`src/lbc_pkg.sv`:
```
// Constants, code table and helpers for the in-band and data link loopback controller.
// Assumes one 20 MHz clock; all line-side strobes come from mclk logic.
package lbc_pkg;

   // Clock and timing
   localparam int CLK_HZ     = 20_000_000;
   localparam int TICK_S     = 1;
   localparam int SEC_CYCLES = CLK_HZ * TICK_S;
   localparam int QUAL_S     = 5;
   localparam int AIS_S      = 2;
   localparam int LOOPED_S   = 5;
   localparam int REPEAT_S   = 20;
   localparam int SECS_W     = 5;

   // Detector sizing
   localparam int PAT_W      = 16;
   localparam int BITS_W     = 22;
   localparam int MISS_SHIFT = 3;

   // Burst sizes per unit
   localparam logic [7:0] ERR_CENTRAL = 8'he7;
   localparam logic [7:0] ERR_REP1    = 8'h0a;
   localparam logic [7:0] ERR_REP2    = 8'hc8;
   localparam logic [7:0] ERR_REP3    = 8'h1e;
   localparam logic [7:0] ERR_REMOTE  = 8'h14;

   typedef enum logic [2:0] {
      ROLE_CENTRAL, ROLE_REP1, ROLE_REP2, ROLE_REP3, ROLE_REMOTE
   } lbc_role_type;

   typedef enum logic [1:0] {
      SRC_NET_IB, SRC_CUST_IB, SRC_NET_DL, SRC_CUST_DL
   } lbc_src_type;

   typedef enum logic [3:0] {
      CMD_ARM_NET, CMD_ARM_CUST, CMD_DISARM, CMD_LOOP_NET, CMD_LOOP_CUST,
      CMD_ADDR_NET, CMD_ADDR_CUST, CMD_CONFIRM, CMD_LOOPDOWN, CMD_QUERY
   } lbc_cmd_type;

   // Code table, first transmitted bit at position LEN-1 for in-band codes, at bit 0 for data link codes
   localparam int NUM_CODES = 28;
   localparam logic [15:0] CODE_PAT [NUM_CODES] = '{
      16'h0018, 16'h001c, 16'h001c, 16'hff48, 16'hff48, 16'hff24, 16'hff24,
      16'h0070, 16'h0078, 16'h0030, 16'h0038, 16'h007e, 16'h007c, 16'h003c,
      16'h003e, 16'hff1e, 16'hff04, 16'hff06, 16'hff08, 16'hff02, 16'h3f1e,
      16'h3f04, 16'h3f06, 16'h3f08, 16'h3f02, 16'hd3d3, 16'h9393, 16'hd5d5};
   localparam int CODE_LEN [NUM_CODES] = '{
      5, 5, 5, 16, 16, 16, 16, 7, 7, 6, 6, 7, 7, 6,
      6, 16, 16, 16, 16, 16, 16, 16, 16, 16, 16, 16, 16, 16};
   localparam lbc_src_type CODE_SRC [NUM_CODES] = '{
      SRC_NET_IB, SRC_NET_IB, SRC_CUST_IB, SRC_NET_DL, SRC_CUST_DL,
      SRC_NET_DL, SRC_CUST_DL, SRC_NET_IB, SRC_NET_IB, SRC_NET_IB,
      SRC_NET_IB, SRC_CUST_IB, SRC_CUST_IB, SRC_CUST_IB, SRC_CUST_IB,
      SRC_NET_IB, SRC_NET_IB, SRC_NET_IB, SRC_NET_IB, SRC_NET_IB,
      SRC_CUST_IB, SRC_CUST_IB, SRC_CUST_IB, SRC_CUST_IB, SRC_CUST_IB,
      SRC_NET_IB, SRC_NET_IB, SRC_NET_IB};
   localparam lbc_cmd_type CODE_CMD [NUM_CODES] = '{
      CMD_ARM_NET, CMD_DISARM, CMD_DISARM, CMD_ARM_NET, CMD_ARM_CUST,
      CMD_DISARM, CMD_DISARM, CMD_LOOP_NET, CMD_LOOP_NET, CMD_LOOP_NET,
      CMD_LOOP_NET, CMD_LOOP_CUST, CMD_LOOP_CUST, CMD_LOOP_CUST,
      CMD_LOOP_CUST, CMD_ADDR_NET, CMD_ADDR_NET, CMD_ADDR_NET, CMD_ADDR_NET,
      CMD_ADDR_NET, CMD_ADDR_CUST, CMD_ADDR_CUST, CMD_ADDR_CUST,
      CMD_ADDR_CUST, CMD_ADDR_CUST, CMD_CONFIRM, CMD_LOOPDOWN, CMD_QUERY};
   localparam lbc_role_type CODE_ROLE [NUM_CODES] = '{
      ROLE_CENTRAL, ROLE_CENTRAL, ROLE_CENTRAL, ROLE_CENTRAL, ROLE_CENTRAL,
      ROLE_CENTRAL, ROLE_CENTRAL, ROLE_REMOTE, ROLE_CENTRAL, ROLE_REP1,
      ROLE_REP2, ROLE_CENTRAL, ROLE_REMOTE, ROLE_REP1, ROLE_REP2,
      ROLE_CENTRAL, ROLE_REP1, ROLE_REP2, ROLE_REP3, ROLE_REMOTE,
      ROLE_CENTRAL, ROLE_REP1, ROLE_REP2, ROLE_REP3, ROLE_REMOTE,
      ROLE_CENTRAL, ROLE_CENTRAL, ROLE_CENTRAL};

   // Bit reversal for data link words sent rightmost bit first
   function automatic logic [15:0] rev16(input logic [15:0] v);
      logic [15:0] r;
      r = '0;
      for (int i = 0; i < 16; i++) r[i] = v[15 - i];
      return r;
   endfunction : rev16

   // True when history equals any rotation of the pattern
   function automatic logic rot_match(input logic [15:0] h,
                                      input logic [15:0] p,
                                      input int          len);
      logic hit;
      logic ok;
      int   j;
      hit = 1'b0;
      for (int r = 0; r < 16; r++) begin
         ok = (r < len);
         for (int i = 0; i < 16; i++) begin
            j = (i + r) % len;
            if (i < len && h[i] != p[j]) ok = 1'b0;
         end
         hit = hit | ok;
      end
      return hit;
   endfunction : rot_match

   // Error burst length for a unit
   function automatic logic [7:0] err_count(input lbc_role_type role);
      case (role)
         ROLE_CENTRAL: return ERR_CENTRAL;
         ROLE_REP1:    return ERR_REP1;
         ROLE_REP2:    return ERR_REP2;
         ROLE_REP3:    return ERR_REP3;
         default:      return ERR_REMOTE;
      endcase
   endfunction : err_count

endpackage : lbc_pkg

```
`src/lbc_bit_if.sv`:
```
// Serial bit stream between the controller and its code detectors.
// Assumes strobes are one mclk cycle wide.
`timescale 1ns/1ps
interface lbc_bit_if;
   logic bit_en;
   logic bit_val;
   logic frame;
   modport src (output bit_en, output bit_val, output frame);
   modport dst (input bit_en, input bit_val, input frame);
endinterface : lbc_bit_if

```
`src/lbc_code_det.sv`:
```
// Repeating code detector with per-second match ratio and qualification.
// Assumes sec_tick is a one-cycle pulse once per second.
`timescale 1ns/1ps
module lbc_code_det #(
   parameter logic [15:0] PAT = 16'h0018,
   parameter int          LEN = 5
) (
   // Clock and reset
   input  wire logic mclk,
   input  wire logic sys_rst,
   // Timing and stream
   input  wire logic sec_tick,
   lbc_bit_if.dst    s,
   // Result
   output logic      detected
);
   logic [15:0]                     hist_q, hist_d;
   logic [lbc_pkg::BITS_W-1:0]      bits_q, bits_d, miss_q, miss_d;
   logic [lbc_pkg::SECS_W-1:0]      qual_q, qual_d;
   logic                            det_q, det_d, pass, take;

   assign detected = det_q;
   // Framing bits are skipped so inserted codes stay in phase
   assign take = s.bit_en && !s.frame;
   // A second passes when at most one bit in eight mismatched;
   // widened compare so the scaled miss count cannot wrap
   assign pass = (bits_q != '0) &&
      ({miss_q, {lbc_pkg::MISS_SHIFT{1'b0}}} <=
       {{lbc_pkg::MISS_SHIFT{1'b0}}, bits_q});

   // Next history, counters and qualification
   always_comb begin
      hist_d = hist_q;
      bits_d = bits_q;
      miss_d = miss_q;
      qual_d = qual_q;
      det_d  = det_q;
      if (take) begin
         hist_d = {hist_q[14:0], s.bit_val};
         bits_d = bits_q + 1'b1;
         if (!lbc_pkg::rot_match(hist_d, PAT, LEN))
            miss_d = miss_q + 1'b1;
      end
      if (sec_tick) begin
         bits_d = '0;
         miss_d = '0;
         if (!pass) begin
            qual_d = '0;
            det_d  = 1'b0;
         end else if (qual_q != lbc_pkg::SECS_W'(lbc_pkg::QUAL_S)) begin
            qual_d = qual_q + 1'b1;
         end
         if (pass && qual_q == lbc_pkg::SECS_W'(lbc_pkg::QUAL_S - 1))
            det_d = 1'b1;
      end
   end

   // State registers
   always_ff @(posedge mclk) begin
      if (sys_rst) begin
         hist_q <= '0;
         bits_q <= '0;
         miss_q <= '0;
         qual_q <= '0;
         det_q  <= 1'b0;
      end else begin
         hist_q <= hist_d;
         bits_q <= bits_d;
         miss_q <= miss_d;
         qual_q <= qual_d;
         det_q  <= det_d;
      end
   end
endmodule : lbc_code_det

```
`src/lbc_err_burst.sv`:
```
// Logic error burst generator: flags a run of bits to be inverted.
// Assumes bit_en marks each transmitted bit toward the network.
`timescale 1ns/1ps
module lbc_err_burst (
   // Clock and reset
   input  wire logic       mclk,
   input  wire logic       sys_rst,
   // Control
   input  wire logic       start,
   input  wire logic [7:0] count,
   input  wire logic       bit_en,
   // Result
   output logic            inject,
   output logic            busy
);
   logic [7:0] left_q, left_d;

   assign busy   = (left_q != '0);
   assign inject = bit_en && busy;

   // Count down one per inverted bit; a new start restarts
   always_comb begin
      left_d = left_q;
      if (start)
         left_d = count;
      else if (inject)
         left_d = left_q - 1'b1;
   end

   // Remaining count register
   always_ff @(posedge mclk) begin
      if (sys_rst) left_q <= '0;
      else         left_q <= left_d;
   end
endmodule : lbc_err_burst

```
`src/lbc_loopback_ctrl.sv`:
```
// Loopback command controller: arm, disarm, loop and query handling.
// Assumes line strobes and data arrive from framer logic on mclk.
`timescale 1ns/1ps
module lbc_loopback_ctrl #(
   parameter int SEC_CYCLES = lbc_pkg::SEC_CYCLES
) (
   // Clock and reset
   input  wire logic                  mclk,
   input  wire logic                  sys_rst,
   // Network side receive stream
   input  wire logic                  net_rx_en,
   input  wire logic                  net_rx_bit,
   input  wire logic                  net_rx_frame,
   // Customer side receive stream
   input  wire logic                  cust_rx_en,
   input  wire logic                  cust_rx_bit,
   input  wire logic                  cust_rx_frame,
   // Facility data link bits
   input  wire logic                  net_fdl_en,
   input  wire logic                  net_fdl_bit,
   input  wire logic                  cust_fdl_en,
   input  wire logic                  cust_fdl_bit,
   // Normal transmit data
   input  wire logic                  net_tx_in,
   input  wire logic                  cust_tx_in,
   // Unit configuration
   input  wire lbc_pkg::lbc_role_type unit_role,
   input  wire logic                  demarc_en,
   // Transmit data
   output logic                       net_tx_bit,
   output logic                       cust_tx_bit,
   // Status
   output logic                       armed,
   output logic                       loop_net,
   output logic                       loop_cust,
   output logic                       ais_active,
   output logic                       err_inject,
   output logic                       line_resync
);
   localparam int TW = $clog2(SEC_CYCLES + 1);
   localparam int NC = lbc_pkg::NUM_CODES;
   localparam int SW = lbc_pkg::SECS_W;

   typedef enum logic [1:0] {
      SEQ_IDLE, SEQ_AIS, SEQ_WAIT, SEQ_HOLD
   } lbc_seq_type;

   logic [TW-1:0]   tick_q, tick_d;
   logic            sec_tick;
   logic [NC-1:0]   det, det_q;
   logic            armed_q, armed_d, lnet_q, lnet_d, lcust_q, lcust_d;
   lbc_seq_type     seq_q, seq_d;
   logic [SW-1:0]   secs_q, secs_d, per_q, per_d;
   logic            resync_q, resync_d, ntx_q, ntx_d, ctx_q, ctx_d;
   logic            arm_any, arm_net, disarm, req_net, req_cust;
   logic            conf_rise, conf_lvl, ldown, qry_rise, qry_lvl;
   logic            burst_start, inject, burst_busy, demarc_hold;

   lbc_bit_if s_if [4] ();

   // Second tick divider
   assign sec_tick = (tick_q == TW'(SEC_CYCLES - 1));
   always_comb begin
      tick_d = sec_tick ? '0 : tick_q + 1'b1;
   end
   always_ff @(posedge mclk) begin
      if (sys_rst) tick_q <= '0;
      else         tick_q <= tick_d;
   end

   // Stream carriers; data link has no framing bit
   assign s_if[0].bit_en  = net_rx_en;
   assign s_if[0].bit_val = net_rx_bit;
   assign s_if[0].frame   = net_rx_frame;
   assign s_if[1].bit_en  = cust_rx_en;
   assign s_if[1].bit_val = cust_rx_bit;
   assign s_if[1].frame   = cust_rx_frame;
   assign s_if[2].bit_en  = net_fdl_en;
   assign s_if[2].bit_val = net_fdl_bit;
   assign s_if[2].frame   = 1'b0;
   assign s_if[3].bit_en  = cust_fdl_en;
   assign s_if[3].bit_val = cust_fdl_bit;
   assign s_if[3].frame   = 1'b0;

   // One detector per code; link words compared bit-reversed
   for (genvar k = 0; k < NC; k++) begin : g_det
      localparam int SRC = int'(lbc_pkg::CODE_SRC[k]);
      localparam logic [15:0] P = (SRC >= 2) ?
         lbc_pkg::rev16(lbc_pkg::CODE_PAT[k]) :
         lbc_pkg::CODE_PAT[k];
      lbc_code_det #(
         .PAT (P),
         .LEN (lbc_pkg::CODE_LEN[k])
      ) u_det (
         .mclk     (mclk),
         .sys_rst  (sys_rst),
         .sec_tick (sec_tick),
         .s        (s_if[SRC]),
         .detected (det[k])
      );
   end

   // Command decode from detection edges and levels
   always_comb begin
      logic rise;
      logic mine;
      rise      = 1'b0;
      mine      = 1'b0;
      arm_any   = 1'b0;
      arm_net   = 1'b0;
      disarm    = 1'b0;
      req_net   = 1'b0;
      req_cust  = 1'b0;
      conf_rise = 1'b0;
      conf_lvl  = 1'b0;
      ldown     = 1'b0;
      qry_rise  = 1'b0;
      qry_lvl   = 1'b0;
      for (int k = 0; k < NC; k++) begin
         rise = det[k] && !det_q[k];
         mine = (lbc_pkg::CODE_ROLE[k] == unit_role);
         case (lbc_pkg::CODE_CMD[k])
            lbc_pkg::CMD_ARM_NET: begin
               arm_any = arm_any | rise;
               arm_net = arm_net | rise;
            end
            lbc_pkg::CMD_ARM_CUST:
               arm_any = arm_any | rise;
            lbc_pkg::CMD_DISARM:
               disarm = disarm | rise;
            lbc_pkg::CMD_LOOP_NET:
               req_net = req_net | (rise && mine);
            lbc_pkg::CMD_LOOP_CUST:
               req_cust = req_cust | (rise && mine);
            lbc_pkg::CMD_ADDR_NET:
               req_net = req_net | (rise && mine && armed_q);
            lbc_pkg::CMD_ADDR_CUST:
               req_cust = req_cust | (rise && mine && armed_q);
            lbc_pkg::CMD_CONFIRM: begin
               conf_rise = conf_rise | (rise && mine && armed_q);
               conf_lvl  = conf_lvl | (det[k] && mine);
            end
            lbc_pkg::CMD_LOOPDOWN:
               ldown = ldown | rise;
            default: begin
               qry_rise = qry_rise | rise;
               qry_lvl  = qry_lvl | det[k];
            end
         endcase
      end
   end

   // Remote unit in demarcation mode keeps its network loop
   assign demarc_hold = demarc_en &&
      (unit_role == lbc_pkg::ROLE_REMOTE);

   // Loop state, confirmation sequence and periodic bursts
   always_comb begin
      armed_d     = armed_q;
      lnet_d      = lnet_q;
      lcust_d     = lcust_q;
      seq_d       = seq_q;
      secs_d      = secs_q;
      per_d       = per_q;
      burst_start = 1'b0;
      if (disarm) begin
         armed_d = 1'b0;
         lnet_d  = 1'b0;
         lcust_d = 1'b0;
         seq_d   = SEQ_IDLE;
      end else begin
         if (arm_any) armed_d = 1'b1;
         if (arm_net && demarc_hold) lnet_d = 1'b1;
         if (req_net) lnet_d = 1'b1;
         if (req_cust) lcust_d = 1'b1;
         // Pattern back while holding resumes bursts, no new AIS
         if (conf_rise && seq_q != SEQ_HOLD) begin
            lnet_d = 1'b1;
            seq_d  = SEQ_AIS;
            secs_d = '0;
         end else begin
            case (seq_q)
               SEQ_AIS: if (sec_tick) begin
                  secs_d = secs_q + 1'b1;
                  if (secs_q == SW'(lbc_pkg::AIS_S - 1)) begin
                     seq_d  = SEQ_WAIT;
                     secs_d = '0;
                  end
               end
               SEQ_WAIT: if (sec_tick) begin
                  secs_d = secs_q + 1'b1;
                  if (secs_q == SW'(lbc_pkg::LOOPED_S - 1)) begin
                     seq_d       = SEQ_HOLD;
                     burst_start = 1'b1;
                     per_d       = '0;
                  end
               end
               default: ;
            endcase
         end
         // Repeat while confirm or query code stays present
         if (qry_rise && lnet_q) begin
            burst_start = 1'b1;
            per_d       = '0;
         end else if (sec_tick && ((seq_q == SEQ_HOLD && conf_lvl) ||
                                   (lnet_q && qry_lvl))) begin
            per_d = per_q + 1'b1;
            if (per_q == SW'(lbc_pkg::REPEAT_S - 1)) begin
               burst_start = 1'b1;
               per_d       = '0;
            end
         end
         if (ldown) begin
            lcust_d = 1'b0;
            if (!demarc_hold) begin
               lnet_d = 1'b0;
               seq_d  = SEQ_IDLE;
            end
         end
      end
   end

   // Release of any loop requests line resynchronisation
   assign resync_d = (lnet_q && !lnet_d) || (lcust_q && !lcust_d);

   // Transmit data paths
   always_comb begin
      ntx_d = ntx_q;
      ctx_d = ctx_q;
      if (net_rx_en) begin
         if (!lnet_q)
            ntx_d = net_tx_in;
         else if (seq_q == SEQ_AIS)
            ntx_d = 1'b1;
         else
            ntx_d = net_rx_bit ^ inject;
      end
      if (cust_rx_en)
         ctx_d = lcust_q ? cust_rx_bit : cust_tx_in;
   end

   lbc_err_burst u_burst (
      .mclk    (mclk),
      .sys_rst (sys_rst),
      .start   (burst_start),
      .count   (lbc_pkg::err_count(unit_role)),
      .bit_en  (net_rx_en && lnet_q),
      .inject  (inject),
      .busy    (burst_busy)
   );

   // Control and data registers
   always_ff @(posedge mclk) begin
      if (sys_rst) begin
         det_q    <= '0;
         armed_q  <= 1'b0;
         lnet_q   <= 1'b0;
         lcust_q  <= 1'b0;
         seq_q    <= SEQ_IDLE;
         secs_q   <= '0;
         per_q    <= '0;
         resync_q <= 1'b0;
         ntx_q    <= 1'b0;
         ctx_q    <= 1'b0;
      end else begin
         det_q    <= det;
         armed_q  <= armed_d;
         lnet_q   <= lnet_d;
         lcust_q  <= lcust_d;
         seq_q    <= seq_d;
         secs_q   <= secs_d;
         per_q    <= per_d;
         resync_q <= resync_d;
         ntx_q    <= ntx_d;
         ctx_q    <= ctx_d;
      end
   end

   // Outputs
   assign net_tx_bit  = ntx_q;
   assign cust_tx_bit = ctx_q;
   assign armed       = armed_q;
   assign loop_net    = lnet_q;
   assign loop_cust   = lcust_q;
   assign ais_active  = (seq_q == SEQ_AIS);
   assign err_inject  = inject;
   assign line_resync = resync_q;
endmodule : lbc_loopback_ctrl

```
`config.mk`:
```
export PLATFORM = sky130hd
export DESIGN_NAME = lbc_loopback_ctrl
export DESIGN_NICKNAME = d
export VERILOG_FILES = /design/src/lbc_pkg.sv /design/src/lbc_bit_if.sv /design/src/lbc_code_det.sv /design/src/lbc_err_burst.sv /design/src/lbc_loopback_ctrl.sv
export SDC_FILE = /design/constraint.sdc
export NUM_CORES = 2
export LEC_CHECK = 0
export BUFFER_PORTS_ARGS = -buffer_cell sky130_fd_sc_hd__buf_4
export CAP_MARGIN = 20
export CORE_MARGIN = 2
export CORE_UTILIZATION = 65
export DETAILED_ROUTE_END_ITERATION = 6
export PLACE_DENSITY = 0.8
export SKIP_LAST_GASP = 1
export SYNTH_ARGS = -nofsm -noshare
export SYNTH_HDL_FRONTEND = slang
export SYNTH_SLANG_ARGS = --single-unit
```
`constraint.sdc`:
```
create_clock -name mclk -period 3.1 [get_ports mclk]
set_input_delay 0.465 -clock mclk [delete_from_list [all_inputs] [get_ports mclk]]
set_output_delay 0.465 -clock mclk [all_outputs]
set_load 0.005 [all_outputs]
```
# Word level (Yosys, flattened, before mapping)
# Cells that the tools add are included.
dict set report word_totals {
  out_inout_bits 8
  word_cells 5146
  regBits 1790
  latch_bits 0
  n_memories 0
  ram_bits 0
  romBits 0
}
dict set report classes {
  mul 0
  n_eq_ne 131
  reduce_logical 285
  order_cmp 28
  bitwise 471
  muxes 3991
  n_addsub 88
  n_shift 0
  div_mod_pow 0
}
# operator count
set op_table {}
lappend op_table {{$mux W1} 3912}
lappend op_table {{$add A22 B1 Y22 const B} 56}
lappend op_table {{$le A25 B22 Y1} 28}
lappend op_table {{$reduce_bool A22 Y1} 28}
lappend op_table {{$or A1 B1 Y1} 441}
lappend op_table {{$mux W5} 67}
lappend op_table {{$reduce_and A2 Y1} 84}
lappend op_table {{$add A5 B1 Y5 const B} 30}
lappend op_table {{$eq A5 B3 Y1 const B} 29}
lappend op_table {{$ne A5 B3 Y1 const B} 28}
lappend op_table {{$logic_and A1 B1 Y1} 128}
lappend op_table {{$ne A2 B2 Y1 const B} 57}
lappend op_table {{$logic_not A1 Y1} 32}
lappend op_table {{$pmux W8 S4} 1}
lappend op_table {{$not A1 Y1} 29}
lappend op_table {{$add A25 B1 Y25 const B} 1}
lappend op_table {{$eq A25 B25 Y1 const B} 1}
lappend op_table {{$mux W8} 2}
lappend op_table {{$mux W2} 7}
lappend op_table {{$reduce_bool A3 Y1} 4}
lappend op_table {{$pmux W5 S2} 1}
lappend op_table {{$reduce_bool A8 Y1} 1}
lappend op_table {{$sub A8 B1 Y8 const B} 1}
lappend op_table {{$eq A2 B3 Y1 const A} 2}
lappend op_table {{other kinds (19)} 24}

# Logic depth before layout (Yosys ltp)
dict set report depth {
  word_depth 34
  mapped_depth 13
  depth_no_buf 10
}

# Modules after synthesis
# From an unflattened synthesis, not the netlist that was laid out.
dict set report unflattened {
  cells_unflattened 12925
  area_unflattened_um2 105773.9
}
# module area_per_inst_um2 instances cells_each
set modules_own_cells {}
lappend modules_own_cells {{lbc_code_det (g_det[5].u_det ...)} 4053.9 2 496}
lappend modules_own_cells {{lbc_code_det (g_det[3].u_det ...)} 4030.1 2 511}
lappend modules_own_cells {{lbc_code_det (g_det[23].u_det)} 4271.6 1 523}
lappend modules_own_cells {{lbc_code_det (g_det[21].u_det)} 4102.7 1 506}
lappend modules_own_cells {{lbc_code_det (g_det[18].u_det)} 4013.8 1 494}
lappend modules_own_cells {{lbc_code_det (g_det[22].u_det)} 4001.3 1 492}
lappend modules_own_cells {{lbc_code_det (g_det[19].u_det)} 3961.3 1 474}
lappend modules_own_cells {{lbc_code_det (g_det[15].u_det)} 3957.5 1 494}
lappend modules_own_cells {{lbc_code_det (g_det[17].u_det)} 3950.0 1 480}
lappend modules_own_cells {{lbc_code_det (g_det[20].u_det)} 3898.7 1 484}
lappend modules_own_cells {{lbc_code_det (g_det[16].u_det)} 3873.7 1 472}
lappend modules_own_cells {{lbc_code_det (g_det[24].u_det)} 3834.9 1 466}
lappend modules_own_cells {{lbc_code_det (g_det[26].u_det)} 3737.3 1 467}
lappend modules_own_cells {{lbc_code_det (g_det[27].u_det)} 3712.3 1 448}
lappend modules_own_cells {{+14 rows} -- -- --}

# Worst setup path before layout
# Ideal clock, no wire load.
dict set report synth_timing {
  kind {in2reg}
  from {input net_rx_bit}
  to {register g_det[17].u_det.miss_q[11] in the netlist's numbering}
  cell_stages 10
  setup_slack_ns 0.483
  t_arrival_ns 2.490
  n_path_buf 2
  required_ns 2.972
  cell_sequence {buf_4 -> or4_1 -> nor4_1 -> a32oi_1 -> o221a_2 -> and3_1 -> buf_2 -> nand4_1 -> xor2_1 -> nor2_1}
}
dict set report synth_via {
  elab_chain_len 34
}
# item line_no
set synth_rtl {}
lappend synth_rtl {{start: declaration} lbc_loopback_ctrl.sv:12} ;# input wire logic net_rx_bit,
lappend synth_rtl {{$mux W1 (16 in series)} lbc_pkg.sv:92} ;# if (i < len && h[i] != p[j]) ok = 1'b0;
lappend synth_rtl {{$mux W1} lbc_code_det.sv:38} ;# if (take) begin
lappend synth_rtl {{$or A1 B1 Y1 (14 in series)} lbc_pkg.sv:94} ;# hit = hit | ok;
lappend synth_rtl {{$or A1 B1 Y1 (*)} lbc_pkg.sv:94}
lappend synth_rtl {{$not A1 Y1 (no line) (*)} --}
lappend synth_rtl {{$reduce_and A2 Y1 (no line) (*)} --}
lappend synth_rtl {{end signal: assignment} lbc_code_det.sv:69} ;# miss_q <= miss_d;
lappend synth_rtl {{end: declaration} lbc_code_det.sv:18} ;# logic [lbc_pkg::BITS_W-1:0] bits_q, bits_d, miss_q, miss_d;
# Mark *: on every way between the ends. The rest lies on a longest branch, timed or not. The select of a mux whose other input is x is not followed.
# A chain may end at the register's enable or synchronous reset.

==> out/results.ini <==
[setup_path]
crit_type = flop to flop
cpMaxStageDelayCell = dfxtp_1
cp_max_fo = 15
end_kind = flop
worstSetupStartpointType = flop
critical_path_required_ns = 3.79
cp_cell_sequence = buf_4 > and4_1 > and3_1 > a41oi_2 > o311a_1 > o211ai_1 > buf_4 > or3_1 > buf_12 > or3_1 > a21oi_1
arrival_ns = 3.70
cpPeakStageDelay_ns = 0.43

[floorplan]
rows = 135
dieArea_sq_um = 140000
num_io_pins = 26
core_sq_um = 135000
dieHeight_microns = 374
fp.dieW_microns = 374
start_util_pct = 65.6

[synthesis]
synth_edf_count = 0
synthAdderAreaFrac_pct = 10.0
synth_async_sr_flop_share_pct = 0
synth_top_area_share_pct = 34.7
synth_area_per_cell_sq_um = 8.05
synthesis.instances = 11000
ys_seq_area_share_pct = 34.7
synthTopCellsByArea = dfxtp_1, ha_1, xnor2_1
yosysWarnings = 0
yosysMostFrequentCell = dfxtp_1
ys_ff_latch = 1539
synth_xor_area_share_pct = 10.4
synth_compound_area_share_pct = 9.57
synthDistinctLibCells = 102
netlist_top_cells_count = dfxtp_1, nor2_1, nand2_1, inv_1, xnor2_1
synth.net_count = 11800
syn-cell-area_sq_um = 88800
synth_largest_area_cell = dfxtp_1
synth_top_family_by_area = simple AND/OR/NAND/NOR gates
yosys.area_share.simple_pct = 28.8
muxShareOfSynthArea_pct = 0.921
synthFlopType = dfxtp_1

[route]
wire_per_inst_microns = 17.3
vias = 79800
via_per_inst = 6.06
ant_nets = 0
drc_errors = 0
wl_microns = 228000
drtIter0Drc = 5874
firstDrtPassIters = 6

[power]
ir_drop_mv = 0.452
power_density_nw_per_um2 = 432
leakage_nw = 37.2

[clock_tree]
worst_skew_pair.late_latency_ns = 0.78
cts_tree = yes
root_buffer = clkbuf_16
clk_pin_slew_ns = 0.06
clk_path_buf_depth = 3
cts_sinks = 1539
numCtsBuffers = 163
htreeDepth = 4

[timing]
fmax_ghz = 0.333
slew_headroom_pct = 47.0
tightest_slew_ns = 0.784
setup_violations = 0
fin_skew_ns = 0.0354
maxSlewViolCount = 0
finalHoldViolCount = 0
period_minus_slack_ns = 3.00
fin_crit_sh_pct = 96.9

[global_routing]
grt_pass1_wl_microns = 381000
grt_pass1_vias = 78500
antenna_found_initial = 6
grt_remaining_overflow = 0
grt_max_degree = 98
gr-usage-all-layers_pct = 31.8

[placement]
dp_hpwl_microns = 166000
place.gp.congestion = 1.01
dpl-instance-area_sq_um = 93500
place_inst = 12900
numPortBuffers = 25

[layout]
area.growth.synth_to_final_pct = 12.0
final_area_sq_um = 99500
fin_nets = 12000
fin_cells = 13200
fin_util_pct = 73.5
layout-drive-gt1-share_pct = 7.77

[hold_path]
hp-class = primary input to flop

[job]
maxCapViolations = 0

[run_status]
status = complete, no violations

==> through the flow <==
stage	hold slack, ns	setup TNS [ns]	power, mW	setup slack, ns
global route	0.0332	-0.0812	44.3	-0.0513
finish	0.0420	0	42.9	0.0950
CTS	0.00324	0	43.2	0.0119
detailed placement	0.443	-1.28	22.4	-0.158
global placement	0.437	-0.334	22.3	-0.0665
floorplan	0.426	0	21.7	0.483
==> power by group <==
part	total (mW)	internal, mW	switching [mW]
Clock	21.0	12.6	8.41
Combinational	1.95	0.742	1.21
Sequential	20.0	19.9	0.153
==> placed cells by master (no fill, tap or decap), drive strengths merged, types with 65 or more instances in the layout <==
| cell | n |
|---|---|
| dfxtp | 1539 |
| nor2 | 1446 |
| nand2 | 851 |
| inv | 838 |
| xnor2 | 749 |
| ha | 711 |
| nand3 | 512 |
| a21oi | 495 |
| nand4 | 470 |
| buf | 470 |
| nor3 | 379 |
| o21ai | 310 |
| xor2 | 305 |
| nor4 | 303 |
| or3 | 230 |
| clkbuf | 221 |
| and3 | 179 |
| and4 | 105 |
| a21o | 94 |
| nor2b | 76 |
| mux2i | 75 |
| nand2b | 73 |
| a31oi | 65 |
==> final cells by class <==
cell class	instances	area (sq um)
clock inverter	79	1120
clock buffer	220	4670
tap	1781	2230
multi-input combinational	8233	53300
antenna	2	5.00
sequential	1539	30800
timing repair buffer	473	4250
fill	10100	36000
inverter	834	3130
==> path summary, 6_finish.rpt <==
kind,slack (ns),to,start,cells past startpoint
worst max-delay path,0.1,g_det[21].u_det.miss_q[8],g_det[24].u_det.hist_q[7],11
worst min-delay path,0.04,per_q[4],sys_rst,2
worst max register to register,0.1,g_det[21].u_det.miss_q[8],g_det[24].u_det.hist_q[7],11
worst min register to register,0.45,det_q[6],g_det[6].u_det.detected,2
==> critical path, delay by kind of cell, from the launching register on <==
family,cells,cell delay (ns)
AO/OA/AOI/OAI,4,0.80
flip-flops,1,0.43
AND/OR/NAND/NOR,4,1.15
buffers and inverters,3,0.55
==> routing by layer <==
| layer | wire (microns) | global-route usage, % | share of wire (%) |
|---|---|---|---|
| met5 | 40 | 0 | 0.018 |
| met3 | 11800 | 4.58 | 5.2 |
| met1 | 98800 | 39.9 | 43 |
| met2 | 110000 | 55.3 | 48 |
| met4 | 7980 | 12.2 | 3.5 |
==> cell families after synthesis <==
| family | Yosys count |
|---|---|
| adders and majority gates | 711 |
| and+or+nand+nor | 5020 |
| DFF | 1539 |
| xor gates and xnor gates | 1054 |
| buffers and inverters | 1258 |
| AOI/OAI and AO/OA | 1367 |
| muxes | 81 |
==> registers in the layout (all words and copies together) (netlist names), 2 cells and up <==
signal and cells:
g_det.u_det.bits_q 616, seq_q 2, det_q 28, g_det.u_det.detected 28
g_det.u_det.miss_q 616, u_burst.left_q 8, secs_q 5, g_det.u_det.qual_q 140
g_det.u_det.hist_q 60, per_q 5, tick_q 25
==> what timing repair did <==
action,in CTS,in global routing
resized for setup,2,34
hold buffers,2,0
setup endpoints to repair,6,203
endpoints found under the hold margin,2,0
pin swaps,1,1
buffers inserted,2,1
Power figures use the tool's default switching activity.
